File: src/pll_pkg.sv
package pll_pkg;
	// ------------------------------------------------------------
	// serial word layout, first bit shifted is the top bit
	// ------------------------------------------------------------
	localparam int WORD_BITS = 23;
	localparam int MAIN_BITS = 11;
	localparam int SWL_BITS  = 7;
	localparam int POS_SEL   = 0;
	localparam int POS_FILL  = 1;
	localparam int POS_REF   = 2;
	localparam int POS_MON   = 3;
	localparam int POS_POL   = 4;
	localparam int POS_SWL   = 5;
	localparam int POS_MAIN  = 12;
	localparam int SEC_RX    = 0;
	localparam int SEC_TX    = 1;

	typedef struct packed {
		logic [MAIN_BITS-1:0] main_count_bits;
		logic [SWL_BITS-1:0]  swallow_count_bits;
		logic                 phase_polarity_bit;
	} sec_cfg_t;

	localparam logic [WORD_BITS-1:0] WORD_RST = 23'h00_0000;
	localparam sec_cfg_t             CFG_RST  = 19'h0_0000;
	localparam logic                 REF_RST  = 1'b0;
	localparam logic                 MON_RST  = 1'b0;

	// ------------------------------------------------------------
	// dividers
	// ------------------------------------------------------------
	localparam logic [6:0] PRE_LOW       = 7'h40;
	localparam logic [6:0] PRE_HIGH      = 7'h41;
	localparam logic [9:0] REF_DIV_SHORT = 10'h1ff;
	localparam logic [9:0] REF_DIV_LONG  = 10'h3ff;

	// ------------------------------------------------------------
	// timing at 40 MHz
	// ------------------------------------------------------------
	localparam int CLK_PS       = 25000;
	localparam int LOCK_WIN_NS  = 625;
	localparam int LOCK_WIN_CYC = (LOCK_WIN_NS * 1000 + CLK_PS - 1) / CLK_PS;
	localparam int LOCK_RUNS    = 3;
	localparam int SHIFT_HALF_NS  = 100;
	localparam int SHIFT_HALF_CYC =
		(SHIFT_HALF_NS * 1000 + CLK_PS - 1) / CLK_PS;
	localparam int LOAD_HIGH_NS  = 200;
	localparam int LOAD_HIGH_CYC =
		(LOAD_HIGH_NS * 1000 + CLK_PS - 1) / CLK_PS;

	// ------------------------------------------------------------
	// host register port
	// ------------------------------------------------------------
	localparam int         ADDR_W   = 8;
	localparam logic [7:0] REG_WORD = 8'h00;
	localparam logic [7:0] REG_STAT = 8'h04;
	localparam int         STAT_BUSY = 0;
	localparam int         STAT_DONE = 1;
endpackage

File: src/synth_link_if.sv
`timescale 1ns/1ps
interface synth_link_if;
	logic ser_data;
	logic shift_clk;
	logic latch_load_strobe;

	modport device (
		input ser_data,
		input shift_clk,
		input latch_load_strobe
	);
	modport host (
		output ser_data,
		output shift_clk,
		output latch_load_strobe
	);
endinterface

File: src/lock_watch.sv
`timescale 1ns/1ps
module lock_watch #(
	parameter int WIN_CYC = pll_pkg::LOCK_WIN_CYC,
	parameter int RUNS    = pll_pkg::LOCK_RUNS
) (
	input  wire logic mclk,
	input  wire logic rst_n,
	input  wire logic phase_err,
	output logic      locked
);
	import pll_pkg::*;

	typedef struct packed {
		logic       err_d;
		logic [7:0] width;
		logic [1:0] good;
		logic       locked;
	} lw_st_t;

	lw_st_t s_r;
	lw_st_t s_nxt;

	always_comb begin
		s_nxt = s_r;
		s_nxt.err_d = phase_err;
		if (phase_err) begin
			if (s_r.width != 8'hff)
				s_nxt.width = s_r.width + 8'h01;
			// a long error drops lock at once, not at its end
			if (s_r.width >= 8'(WIN_CYC - 1)) begin
				s_nxt.locked = 1'b0;
				s_nxt.good   = 2'h0;
			end
		end else if (s_r.err_d) begin
			s_nxt.width = 8'h00;
			if (s_r.width < 8'(WIN_CYC)) begin
				if (s_r.good != 2'h3)
					s_nxt.good = s_r.good + 2'h1;
				if (s_r.good >= 2'(RUNS - 1))
					s_nxt.locked = 1'b1;
			end
		end
	end

	always_ff @(posedge mclk) begin
		if (!rst_n)
			s_r <= '0;
		else
			s_r <= s_nxt;
	end

	assign locked = s_r.locked;
endmodule

File: src/synth_device.sv
`timescale 1ns/1ps
module synth_device #(
	parameter int WIN_CYC = pll_pkg::LOCK_WIN_CYC
) (
	input  wire logic   mclk,
	input  wire logic   rst_n,
	synth_link_if.device link,
	input  wire logic   crystal_clock_in,
	input  wire logic   tx_vco_input,
	input  wire logic   rx_vco_input,
	input  wire logic   tx_supply_on,
	input  wire logic   rx_supply_on,
	output logic        reference_monitor_out,
	output logic        divider_monitor_out,
	output logic        tx_lock_flag,
	output logic        rx_lock_flag,
	output logic        tx_pump_out,
	output logic        tx_pump_oe_n,
	output logic        rx_pump_out,
	output logic        rx_pump_oe_n,
	output logic        tx_switched_filter_out,
	output logic        tx_switched_filter_oe_n,
	output logic        rx_switched_filter_out,
	output logic        rx_switched_filter_oe_n
);
	import pll_pkg::*;

	// ------------------------------------------------------------
	// state
	// ------------------------------------------------------------
	typedef struct packed {
		logic [2:0]           vco_s;
		logic [6:0]           pre;
		logic [SWL_BITS-1:0]  swl;
		logic [MAIN_BITS-1:0] main;
		logic                 fdiv;
		logic                 up;
		logic                 dn;
		logic                 drv;
		logic                 val;
	} sec_run_t;

	typedef struct packed {
		logic [WORD_BITS-1:0] shift;
		logic                 sclk_d;
		sec_cfg_t [1:0]       cfg;
		logic                 ref_sel;
		logic                 mon_sel;
		logic [1:0]           tx_pwr_s;
		logic [1:0]           rx_pwr_s;
		logic [2:0]           xtal_s;
		logic [9:0]           ref_cnt;
		logic                 fr;
		logic                 fp_mon;
		sec_run_t [1:0]       run;
	} dev_st_t;

	dev_st_t    s_r;
	dev_st_t    s_nxt;
	logic [1:0] vco_in;
	logic [1:0] lock;
	logic [1:0] sw_on;

	assign vco_in = {tx_vco_input, rx_vco_input};

	// ------------------------------------------------------------
	// next state
	// ------------------------------------------------------------
	always_comb begin
		logic [WORD_BITS-1:0] w;
		logic [9:0]           ref_last;
		logic [6:0]           pre_last;
		sec_cfg_t             ld;
		w        = s_r.shift;
		ref_last = REF_DIV_LONG;
		pre_last = PRE_LOW - 7'h01;
		ld       = CFG_RST;
		s_nxt    = s_r;

		// serial side: the host runs on mclk, so no synchroniser
		s_nxt.sclk_d = link.shift_clk;
		if (link.shift_clk && !s_r.sclk_d)
			s_nxt.shift = {s_r.shift[WORD_BITS-2:0],
				link.ser_data};

		// level copy: shifting during the strobe reaches the latch
		if (link.latch_load_strobe) begin
			ld.main_count_bits    = w[POS_MAIN +: MAIN_BITS];
			ld.swallow_count_bits = w[POS_SWL +: SWL_BITS];
			ld.phase_polarity_bit = w[POS_POL];
			if (w[POS_SEL])
				s_nxt.cfg[SEC_TX] = ld;
			else
				s_nxt.cfg[SEC_RX] = ld;
			s_nxt.ref_sel = w[POS_REF];
			s_nxt.mon_sel = w[POS_MON];
		end

		// supply domains
		s_nxt.tx_pwr_s = {s_r.tx_pwr_s[0], tx_supply_on};
		s_nxt.rx_pwr_s = {s_r.rx_pwr_s[0], rx_supply_on};
		if (!s_r.tx_pwr_s[1])
			s_nxt.cfg[SEC_TX] = CFG_RST;
		if (!s_r.rx_pwr_s[1]) begin
			s_nxt.cfg[SEC_RX] = CFG_RST;
			s_nxt.ref_sel     = REF_RST;
		end

		// shared reference counter on crystal edges
		s_nxt.xtal_s = {s_r.xtal_s[1:0], crystal_clock_in};
		s_nxt.fr     = 1'b0;
		if (s_r.ref_sel)
			ref_last = REF_DIV_SHORT;
		if (s_r.xtal_s[1] && !s_r.xtal_s[2]) begin
			// >= so a shorter ratio loaded mid-count wraps at once
			if (s_r.ref_cnt >= ref_last) begin
				s_nxt.ref_cnt = 10'h000;
				s_nxt.fr      = 1'b1;
			end else begin
				s_nxt.ref_cnt = s_r.ref_cnt + 10'h001;
			end
		end

		s_nxt.fp_mon = s_r.mon_sel ? s_r.run[SEC_TX].fdiv
			: s_r.run[SEC_RX].fdiv;

		// per-section pulse swallow divider and phase detector
		for (int i = 0; i < 2; i++) begin
			s_nxt.run[i].vco_s = {s_r.run[i].vco_s[1:0], vco_in[i]};
			s_nxt.run[i].fdiv  = 1'b0;
			pre_last = (s_r.run[i].swl != '0) ? PRE_HIGH - 7'h01
				: PRE_LOW - 7'h01;
			if (s_r.run[i].vco_s[1] && !s_r.run[i].vco_s[2]) begin
				if (s_r.run[i].pre >= pre_last) begin
					s_nxt.run[i].pre = 7'h00;
					if (s_r.run[i].swl != '0)
						s_nxt.run[i].swl = s_r.run[i].swl - 7'h01;
					// main count below 16 is not supported
					if (s_r.run[i].main <= 11'h001) begin
						s_nxt.run[i].main =
							s_r.cfg[i].main_count_bits;
						s_nxt.run[i].swl =
							s_r.cfg[i].swallow_count_bits;
						s_nxt.run[i].fdiv = 1'b1;
					end else begin
						s_nxt.run[i].main = s_r.run[i].main - 11'h001;
					end
				end else begin
					s_nxt.run[i].pre = s_r.run[i].pre + 7'h01;
				end
			end

			// up: reference came first; dn: divided came first
			s_nxt.run[i].up = s_r.run[i].up | s_r.fr;
			s_nxt.run[i].dn = s_r.run[i].dn | s_r.run[i].fdiv;
			if (s_nxt.run[i].up && s_nxt.run[i].dn) begin
				s_nxt.run[i].up = 1'b0;
				s_nxt.run[i].dn = 1'b0;
			end
			s_nxt.run[i].drv = s_r.run[i].up ^ s_r.run[i].dn;
			s_nxt.run[i].val = s_r.run[i].up
				? s_r.cfg[i].phase_polarity_bit
				: ~s_r.cfg[i].phase_polarity_bit;
		end
	end

	always_ff @(posedge mclk) begin
		if (!rst_n) begin
			s_r         <= '0;
			s_r.shift   <= WORD_RST;
			s_r.cfg     <= {CFG_RST, CFG_RST};
			s_r.ref_sel <= REF_RST;
			s_r.mon_sel <= MON_RST;
		end else begin
			s_r <= s_nxt;
		end
	end

	// ------------------------------------------------------------
	// lock watch and switches per section
	// ------------------------------------------------------------
	for (genvar g = 0; g < 2; g++) begin : g_sec
		lock_watch #(
			.WIN_CYC (WIN_CYC),
			.RUNS    (LOCK_RUNS)
		) u_lock (
			.mclk      (mclk),
			.rst_n     (rst_n),
			.phase_err (s_r.run[g].up | s_r.run[g].dn),
			.locked    (lock[g])
		);
		// the select bit in the shift register picks the switch
		assign sw_on[g] = link.latch_load_strobe
			&& (s_r.shift[POS_SEL] == (g == SEC_TX));
	end

	// ------------------------------------------------------------
	// outputs
	// ------------------------------------------------------------
	assign reference_monitor_out = s_r.fr;
	assign divider_monitor_out   = s_r.fp_mon;
	assign tx_lock_flag          = lock[SEC_TX];
	assign rx_lock_flag          = lock[SEC_RX];
	assign tx_pump_out           = s_r.run[SEC_TX].val;
	assign tx_pump_oe_n          = ~s_r.run[SEC_TX].drv;
	assign rx_pump_out           = s_r.run[SEC_RX].val;
	assign rx_pump_oe_n          = ~s_r.run[SEC_RX].drv;
	assign tx_switched_filter_out  = s_r.run[SEC_TX].val;
	assign tx_switched_filter_oe_n =
		~(sw_on[SEC_TX] & s_r.run[SEC_TX].drv);
	assign rx_switched_filter_out  = s_r.run[SEC_RX].val;
	assign rx_switched_filter_oe_n =
		~(sw_on[SEC_RX] & s_r.run[SEC_RX].drv);
endmodule

File: src/flat_wrapper.sv
// flat-port wrapper written by rule: the top's interface ports become plain ports
module synth_device_flat import pll_pkg::*;
#(
	parameter int WIN_CYC = pll_pkg::LOCK_WIN_CYC
)
  (mclk, rst_n, crystal_clock_in, tx_vco_input, rx_vco_input, tx_supply_on, rx_supply_on, reference_monitor_out, divider_monitor_out, tx_lock_flag, rx_lock_flag, tx_pump_out, tx_pump_oe_n, rx_pump_out, rx_pump_oe_n, tx_switched_filter_out, tx_switched_filter_oe_n, rx_switched_filter_out, rx_switched_filter_oe_n, link_ser_data, link_shift_clk, link_latch_load_strobe);
  synth_link_if link_i ();
  input  wire logic mclk;
  input  wire logic rst_n;
  input  wire logic crystal_clock_in;
  input  wire logic tx_vco_input;
  input  wire logic rx_vco_input;
  input  wire logic tx_supply_on;
  input  wire logic rx_supply_on;
  output logic reference_monitor_out;
  output logic divider_monitor_out;
  output logic tx_lock_flag;
  output logic rx_lock_flag;
  output logic tx_pump_out;
  output logic tx_pump_oe_n;
  output logic rx_pump_out;
  output logic rx_pump_oe_n;
  output logic tx_switched_filter_out;
  output logic tx_switched_filter_oe_n;
  output logic rx_switched_filter_out;
  output logic rx_switched_filter_oe_n;
  input wire logic [$bits(link_i.ser_data)-1:0] link_ser_data;
  input wire logic [$bits(link_i.shift_clk)-1:0] link_shift_clk;
  input wire logic [$bits(link_i.latch_load_strobe)-1:0] link_latch_load_strobe;
  assign link_i.ser_data = link_ser_data;
  assign link_i.shift_clk = link_shift_clk;
  assign link_i.latch_load_strobe = link_latch_load_strobe;
  synth_device #(.WIN_CYC(WIN_CYC)) u_core (.mclk(mclk), .rst_n(rst_n), .link(link_i), .crystal_clock_in(crystal_clock_in), .tx_vco_input(tx_vco_input), .rx_vco_input(rx_vco_input), .tx_supply_on(tx_supply_on), .rx_supply_on(rx_supply_on), .reference_monitor_out(reference_monitor_out), .divider_monitor_out(divider_monitor_out), .tx_lock_flag(tx_lock_flag), .rx_lock_flag(rx_lock_flag), .tx_pump_out(tx_pump_out), .tx_pump_oe_n(tx_pump_oe_n), .rx_pump_out(rx_pump_out), .rx_pump_oe_n(rx_pump_oe_n), .tx_switched_filter_out(tx_switched_filter_out), .tx_switched_filter_oe_n(tx_switched_filter_oe_n), .rx_switched_filter_out(rx_switched_filter_out), .rx_switched_filter_oe_n(rx_switched_filter_oe_n));
endmodule
File: config.mk
export PLATFORM = sky130hd
export DESIGN_NAME = synth_device_flat
export DESIGN_NICKNAME = d
export VERILOG_FILES = /design/src/pll_pkg.sv /design/src/synth_link_if.sv /design/src/lock_watch.sv /design/src/synth_device.sv /design/src/flat_wrapper.sv
export SDC_FILE = /design/constraint.sdc
export NUM_CORES = 1
export LEC_CHECK = 0
export ABC_AREA = 1
export BUFFER_PORTS_ARGS = -buffer_cell sky130_fd_sc_hd__clkbuf_2
export CORE_MARGIN = 1.5
export CORE_UTILIZATION = 35
export DETAILED_ROUTE_END_ITERATION = 16
export GPL_TIMING_DRIVEN = 0
export MAX_ROUTING_LAYER = met4
export SLEW_MARGIN = 40
export SYNTH_ARGS = -nofsm -noshare
export SYNTH_HDL_FRONTEND = slang
export SYNTH_HIERARCHICAL = 1
export SYNTH_SLANG_ARGS = --single-unit
File: constraint.sdc
create_clock -name mclk -period 2.4 [get_ports mclk]
set_input_delay 0.24 -clock mclk [delete_from_list [all_inputs] [get_ports mclk]]
set_output_delay 0.24 -clock mclk [all_outputs]
set_load 0.02 [all_outputs]
After elaboration in Yosys (flattened, before gate mapping):

Cells that the tools add are included.

* output and inout bits: 12
* input bits: 10
* logic and storage cells: 165
* register bits: 173

* magnitude comparators: 11
* multiplexer cells: 32
* reductions and logical operators: 43
* $add $sub $neg: 11
* bitwise gates (word level): 18
* equal/unequal tests: 8

Operator list (count)
* $mux W11: 6
* $mux W7: 8
* $le A11 B1 Y1 const B: 2
* $sub A11 B1 Y11 const B: 2
* $mux W10: 2
* $reduce_bool A2 Y1: 10
* $reduce_and A2 Y1: 9
* $add A8 B1 Y8 const B: 2
* $ge A8 B5 Y1 const B: 2
* $lt A8 B5 Y1 const B: 2
* $mux W8: 2
* $ne A8 B8 Y1 const B: 2
* $reduce_and A4 Y1: 4
* $add A7 B1 Y7 const B: 2
* $ge A7 B7 Y1: 2
* $reduce_bool A7 Y1: 2
* $sub A7 B1 Y7 const B: 2
* $mux W3: 4
* $reduce_and A3 Y1: 4
* $add A10 B1 Y10 const B: 1
* $ge A10 B10 Y1: 1
* $logic_and A1 B1 Y1: 8
* $mux W1: 8
* $ne A2 B1 Y1 const B: 4
* other kinds (10): 32

Longest topological paths before layout:

* depth in word-level cells: 5
* gate-level depth with buffers: 18
* gate-level depth less buffers: 17

Modules after synthesis:

The synthesis kept the hierarchy.

Modules (own cells, without submodules)
* synth_device: instances 1, area each 6981.7 um^2, cells each 950, sequential area each 2982.9 um^2
* lock_watch: instances 2, area each 754.5 um^2, cells each 116, sequential area each 240.2 um^2

Least setup slack after synthesis:

OpenSTA, ideal clock, no wires.

* kind: reg-to-reg
* start: register u_core/s_r[49] (netlist name)
* end: register u_core/s_r[41] (netlist name)
* arrival: 1916 ps
* path slack: 373 ps
* cell stages (with the launch flop): 19
* clock period less this slack: 2027 ps
* path through: dfxtp_1 > inv_1 > ha_1 > inv_1 > nor2_1 > nand3_4 > ha_1 > nand2_1 > nand2_1 > nand2_1 > nand2_2 > nand2_2 > nand2_4 > nand3_4 > nand2_4 > inv_2 > buf_12 > nand2_2 > nand2_2

* cells in the longest elaborated chain, start to end: 4

Ends and longest elaborated chain
* start, declared: RTL line synth_device.sv:58 `dev_st_t s_r;`
* start signal, assigned: RTL line synth_device.sv:175 `s_r <= s_nxt;`
* $reduce_bool A7 Y1: RTL line synth_device.sv:131 `pre_last = (s_r.run[i].swl != '0) ? PRE_HIGH - 7'h01`
* $mux W7: RTL line synth_device.sv:131
* $ge A7 B7 Y1: RTL line synth_device.sv:134 `if (s_r.run[i].pre >= pre_last) begin`
* $reduce_and A2 Y1 (no line)

No other way between the ends.
A chain may end at the register's enable or synchronous reset.

Final worst setup path:

* start: register u_core/s_r[16] (netlist name)
* end: register u_core/s_r[8] (netlist name)

Same word-level chain as after synthesis.

==> implementation parameters <==
Parameter                              Value

Status
  Run status ... completed

Synth
  Combinational family with the most area after synthesis ... simple AND/OR/NAND/NOR gates
  Portion of the post-synthesis area used by sequential elements ... 40.8%
  Synthesized instance count ... 1182
  Xor/xnor share of the synthesized area ... 3.71%
  Yosys Warn Count ... 6
  Synthesized area ... 8490 sq um
  Number of library cell types mapped by synthesis ... 40
  Share of synthesized cell area in and, or, nand and nor gates ... 31.0%
  Net count of the mapped netlist ... 1220
  Area share of fa/ha/maj cells after synthesis ... 4.13%
  Mean instance size in the synthesized netlist ... 7.18 sq um
  Yosys reg bits ... 173
  Compound-gate portion of the synthesized area ... 11.3%
  Multiplexer area fraction after synthesis ... 0%

Global routing
  Global Route met1 Usage ... 19.7%
  GRT Overall Usage ... 15.5%
  Via count of the first global-routing pass ... 6575
  Pin count of the biggest net entering global routing ... 20
  Number of antenna violations at the first check in global routing ... 1
  Remaining global-route overflow ... 0
  Global Route met3 Usage ... 3.53%
  First-pass GRT wire length ... 31300 um
  Grt met2 use ... 24.8%
  Most heavily used metal layer in global routing ... met2

Run
  Max-cap check violation count ... 0

STA
  Endpoints failing setup ... 0
  Worst slew margin ... 52.7%
  Smallest setup slack after layout ... 0.224 ns
  Post-layout min period ... 2.18 ns
  Final hold violations ... 0
  Maximum clock frequency ... 459 MHz
  Final number of max-transition violations ... 0
  Max Clock Skew ... 0.00712 ns
  Final worst-path cycle share ... 90.7%
  Total negative slack ... 0 ns
  Worst Tran Pin Value ... 0.709 ns
  Unrepaired setup endpoints after global routing ... false

Clock tree
  TritonCTS clock tree ... built
  Max Buffers Root-to-Sink ... 2
  Clock latency at the later pin of the worst-skew pair ... 0.43 ns
  Clock Sinks ... 173
  Root Buffer ... clkbuf_16
  Clock transition at the register clock pins on the worst setup and hold paths after CTS ... 0.07 ns
  Count of H-tree levels built during CTS ... 4
  Clock buffer count from CTS ... 17

Worst setup path
  Terminus of the critical flop-to-flop path ... u_core/s_r[8]$_SDFFE_PN0P_
  Max FO, Critical Path ... 10
  Cell-by-cell trace of the critical path ... inv_1, ha_1, inv_1, nor2_2, nand3_4, ha_1, nand2_1, nand2_1, nand2_1, nand2_1, nand2_1, nand2_4, nand3_4, nand2_2, inv_2, buf_6, nand2_1, nand2_1
  Library cell contributing the largest single delay on the critical path ... dfxtp_1
  Setup slack, reg-to-reg ... 0.22 ns
  Logic depth of the worst register-to-register path ... 18
  Launching point of the worst reg2reg path ... u_core/s_r[16]$_SDFFE_PN0P_
  Data arrival, critical path ... 2.50 ns
  Launch point of the worst path ... u_core/s_r[16]$_SDFFE_PN0P_
  Capturing element type of the critical path ... flip-flop
  Max incr delay on CP ... 0.32 ns
  Most Frequent Cell on Critical Path ... nand2_1
  Startpoint Class ... flip-flop
  Required time reported for the critical path endpoint ... 2.72 ns
  Classification of the worst setup path ... reg2reg

Floorplanning
  Initial Utilization ... 36.0%
  Core area ... 23600 sq um
  Vert. Die Dim ... 159 um
  Die outline area ... 25200 sq um
  Row Count ... 56
  IO Count ... 22
  Horizontal die dimension ... 159 um

Final layout
  Net count reported at finish ... 1265
  FILL cells ... 2468
  Syn-to-layout area delta ... 13.3%
  Final standard cell area without fillers ... 9620 sq um
  Layout cells sized above 1 ... 13.5%
  Non-filler instance count after layout ... 1560

Routing
  Overall routed net length ... 18100 um
  Number of vias per cell ... 4.46
  Antenna viol nets, final ... 0
  DRT iter0 DRCs ... 313
  WL per Instance ... 11.6 um
  Post-route DRC ... 0
  Via count ... 6965
  First drt pass iteration count ... 5

Pwr
  Clock power frac ... 45.3%
  Net switching power ... 1.39 mW
  Fraction of power spent switching nets ... 23.6%
  Gate power share ... 4.4%
  Leak Pwr ... 4.48 nW
  Sequential share of power ... 50.3%
  Power per cell area ... 613 nW/um^2
  Int Power ... 4.51 mW
  Largest voltage drop on the vdd net ... 458 uV

Placement
  Number of placed instances, taps included ... 1522
  Number of port buffers ... 21
  Pre-CTS setup slack ... 0.123 ns
  Sum of net half-perimeters after detailed placement ... 13300 um
  Instance area after placement ... 8990 sq um
  Final GP Congestion ... 0.865

Hold path
  Endpoint of the worst hold-timing path ... u_core/s_nxt[31]$_SDFF_PN0_
  Worst Hold Launch ... rx_vco_input
  Min-Delay Path Class ... in2reg
  Hold path depth ... 3
==> cell families after synthesis <==
| kind of cell | Yosys count |
|---|---|
| AO/OA/AOI/OAI | 173 |
| XOR/XNOR | 36 |
| adder cells (fa/ha/maj) | 28 |
| buffers and inverters | 183 |
| flip-flops | 173 |
| AND/OR/NAND/NOR | 589 |
==> worst max-delay path, delay by kind of cell, from the launching register on <==
family | cells | cell delay (ns)
adders and majority gates | 2 | 0.46
buffers and inverters | 4 | 0.34
and+or+nand+nor | 12 | 0.95
DFF | 1 | 0.32
==> power by group through the flow <==
stage | clock network, mW | registers (mW) | logic (mW)
2_1_floorplan | 0 | 3.02 | 0.175
3_3_place_gp | 0 | 3.03 | 0.253
3_5_place_dp | 0 | 3.03 | 0.255
4_1_cts | 2.76 | 2.96 | 0.261
5_1_grt | 2.88 | 2.97 | 0.298
6_report | 2.67 | 2.97 | 0.259
==> stage by stage <==
step                      hold slack, ns  power (mW)  utilization (%)
after floorplan                    0.338        3.20                -
after CTS                        0.00366        5.98             40.7
after global routing              0.0180        6.14             40.7
after detailed placement           0.406        3.28             38.1
after global placement             0.393        3.28             38.1
final                             0.0168        5.90             40.7
==> cell usage after synthesis (all sizes together) <==
master / number / share of area [%]
o2111ai: 4 / 0.41
nand3: 47 / 3.6
ha: 28 / 4.1
o31ai: 2 / 0.18
xnor2: 14 / 1.4
dfxtp: 173 / 41
buf: 18 / 1.7
nor2: 199 / 9.6
o21ai: 100 / 6.2
xor2: 22 / 2.3
and3: 1 / 0.074
nand4: 7 / 0.52
nand2: 314 / 16
o21a: 1 / 0.088
nor3: 11 / 0.65
o2111a: 1 / 0.13
or2: 7 / 0.52
a211oi: 1 / 0.088
a21oi: 59 / 3.7
a31oi: 2 / 0.15
a21o: 2 / 0.18
inv: 147 / 6.5
nand3b: 3 / 0.27
o211ai: 1 / 0.088
clkbuf: 18 / 0.80
==> how the worst max path moves through the flow <==
stage                                        endpoint  depth (start not counted)
after floorplan           u_core/s_r[41]$_SDFFE_PN0P_                         18
after global placement    u_core/s_r[40]$_SDFFE_PN0P_                         18
after detailed placement  u_core/s_r[44]$_SDFFE_PN0P_                         18
after CTS                 u_core/s_r[46]$_SDFFE_PN0P_                         18
after global routing      u_core/s_r[46]$_SDFFE_PN0P_                         18
final                      u_core/s_r[8]$_SDFFE_PN0P_                         18
==> cell usage in the layout, fill, tap and decap left out, drive strengths merged, types with 2 or more instances in the layout <==
cell,n
a21o,2
a21oi,59
a31oi,2
buf,19
clkbuf,60
clkinv,4
clkinvlp,3
dfxtp,173
dlygate4sd3,4
ha,28
inv,150
nand2,314
nand3,47
nand3b,3
nand4,7
nor2,199
nor3,11
o2111ai,4
o21ai,100
o31ai,2
or2,7
xnor2,14
xor2,22
==> flip-flops by register name, summed over array words and instances, names as in the netlist <==
| register | cells |
|---|---|
| u_core/s_nxt | 8 |
| u_core/rx_pump_out | 1 |
| u_core/divider_monitor_out | 1 |
| u_core/s_r | 137 |
| u_core/g_sec.u_lock/locked | 2 |
| u_core/g_sec.u_lock/s_r | 22 |
| u_core/tx_pump_out | 1 |
| u_core/reference_monitor_out | 1 |
==> timing repair <==
action | in CTS | in global routing
endpoints found under the setup margin | 0 | 18
setup buffers | 0 | 1
hold buffers | 4 | 0
gates resized for setup | 0 | 2
endpoints found under the hold margin | 4 | 0
==> metal layers <==
layer,routed length (um),vias up
met3,590,14
met5,0,-
met1,9000,3094
met4,178,0
met2,8360,71
li1,-,3786
==> final cells by class <==
class	instances	area, sq um	share of cell area [%]
repair buffers	26	153	1.59
diodes	1	2.50	0.0260
flip-flops and latches	173	3460	36.0
well taps	319	399	4.15
clock buffers	21	460	4.79
multi-input cells	826	4270	44.3
plain buffers	36	215	2.24
inverters	147	552	5.74
clock inverters	11	110	1.14
Note: power is estimated with default switching activity, not from simulation.
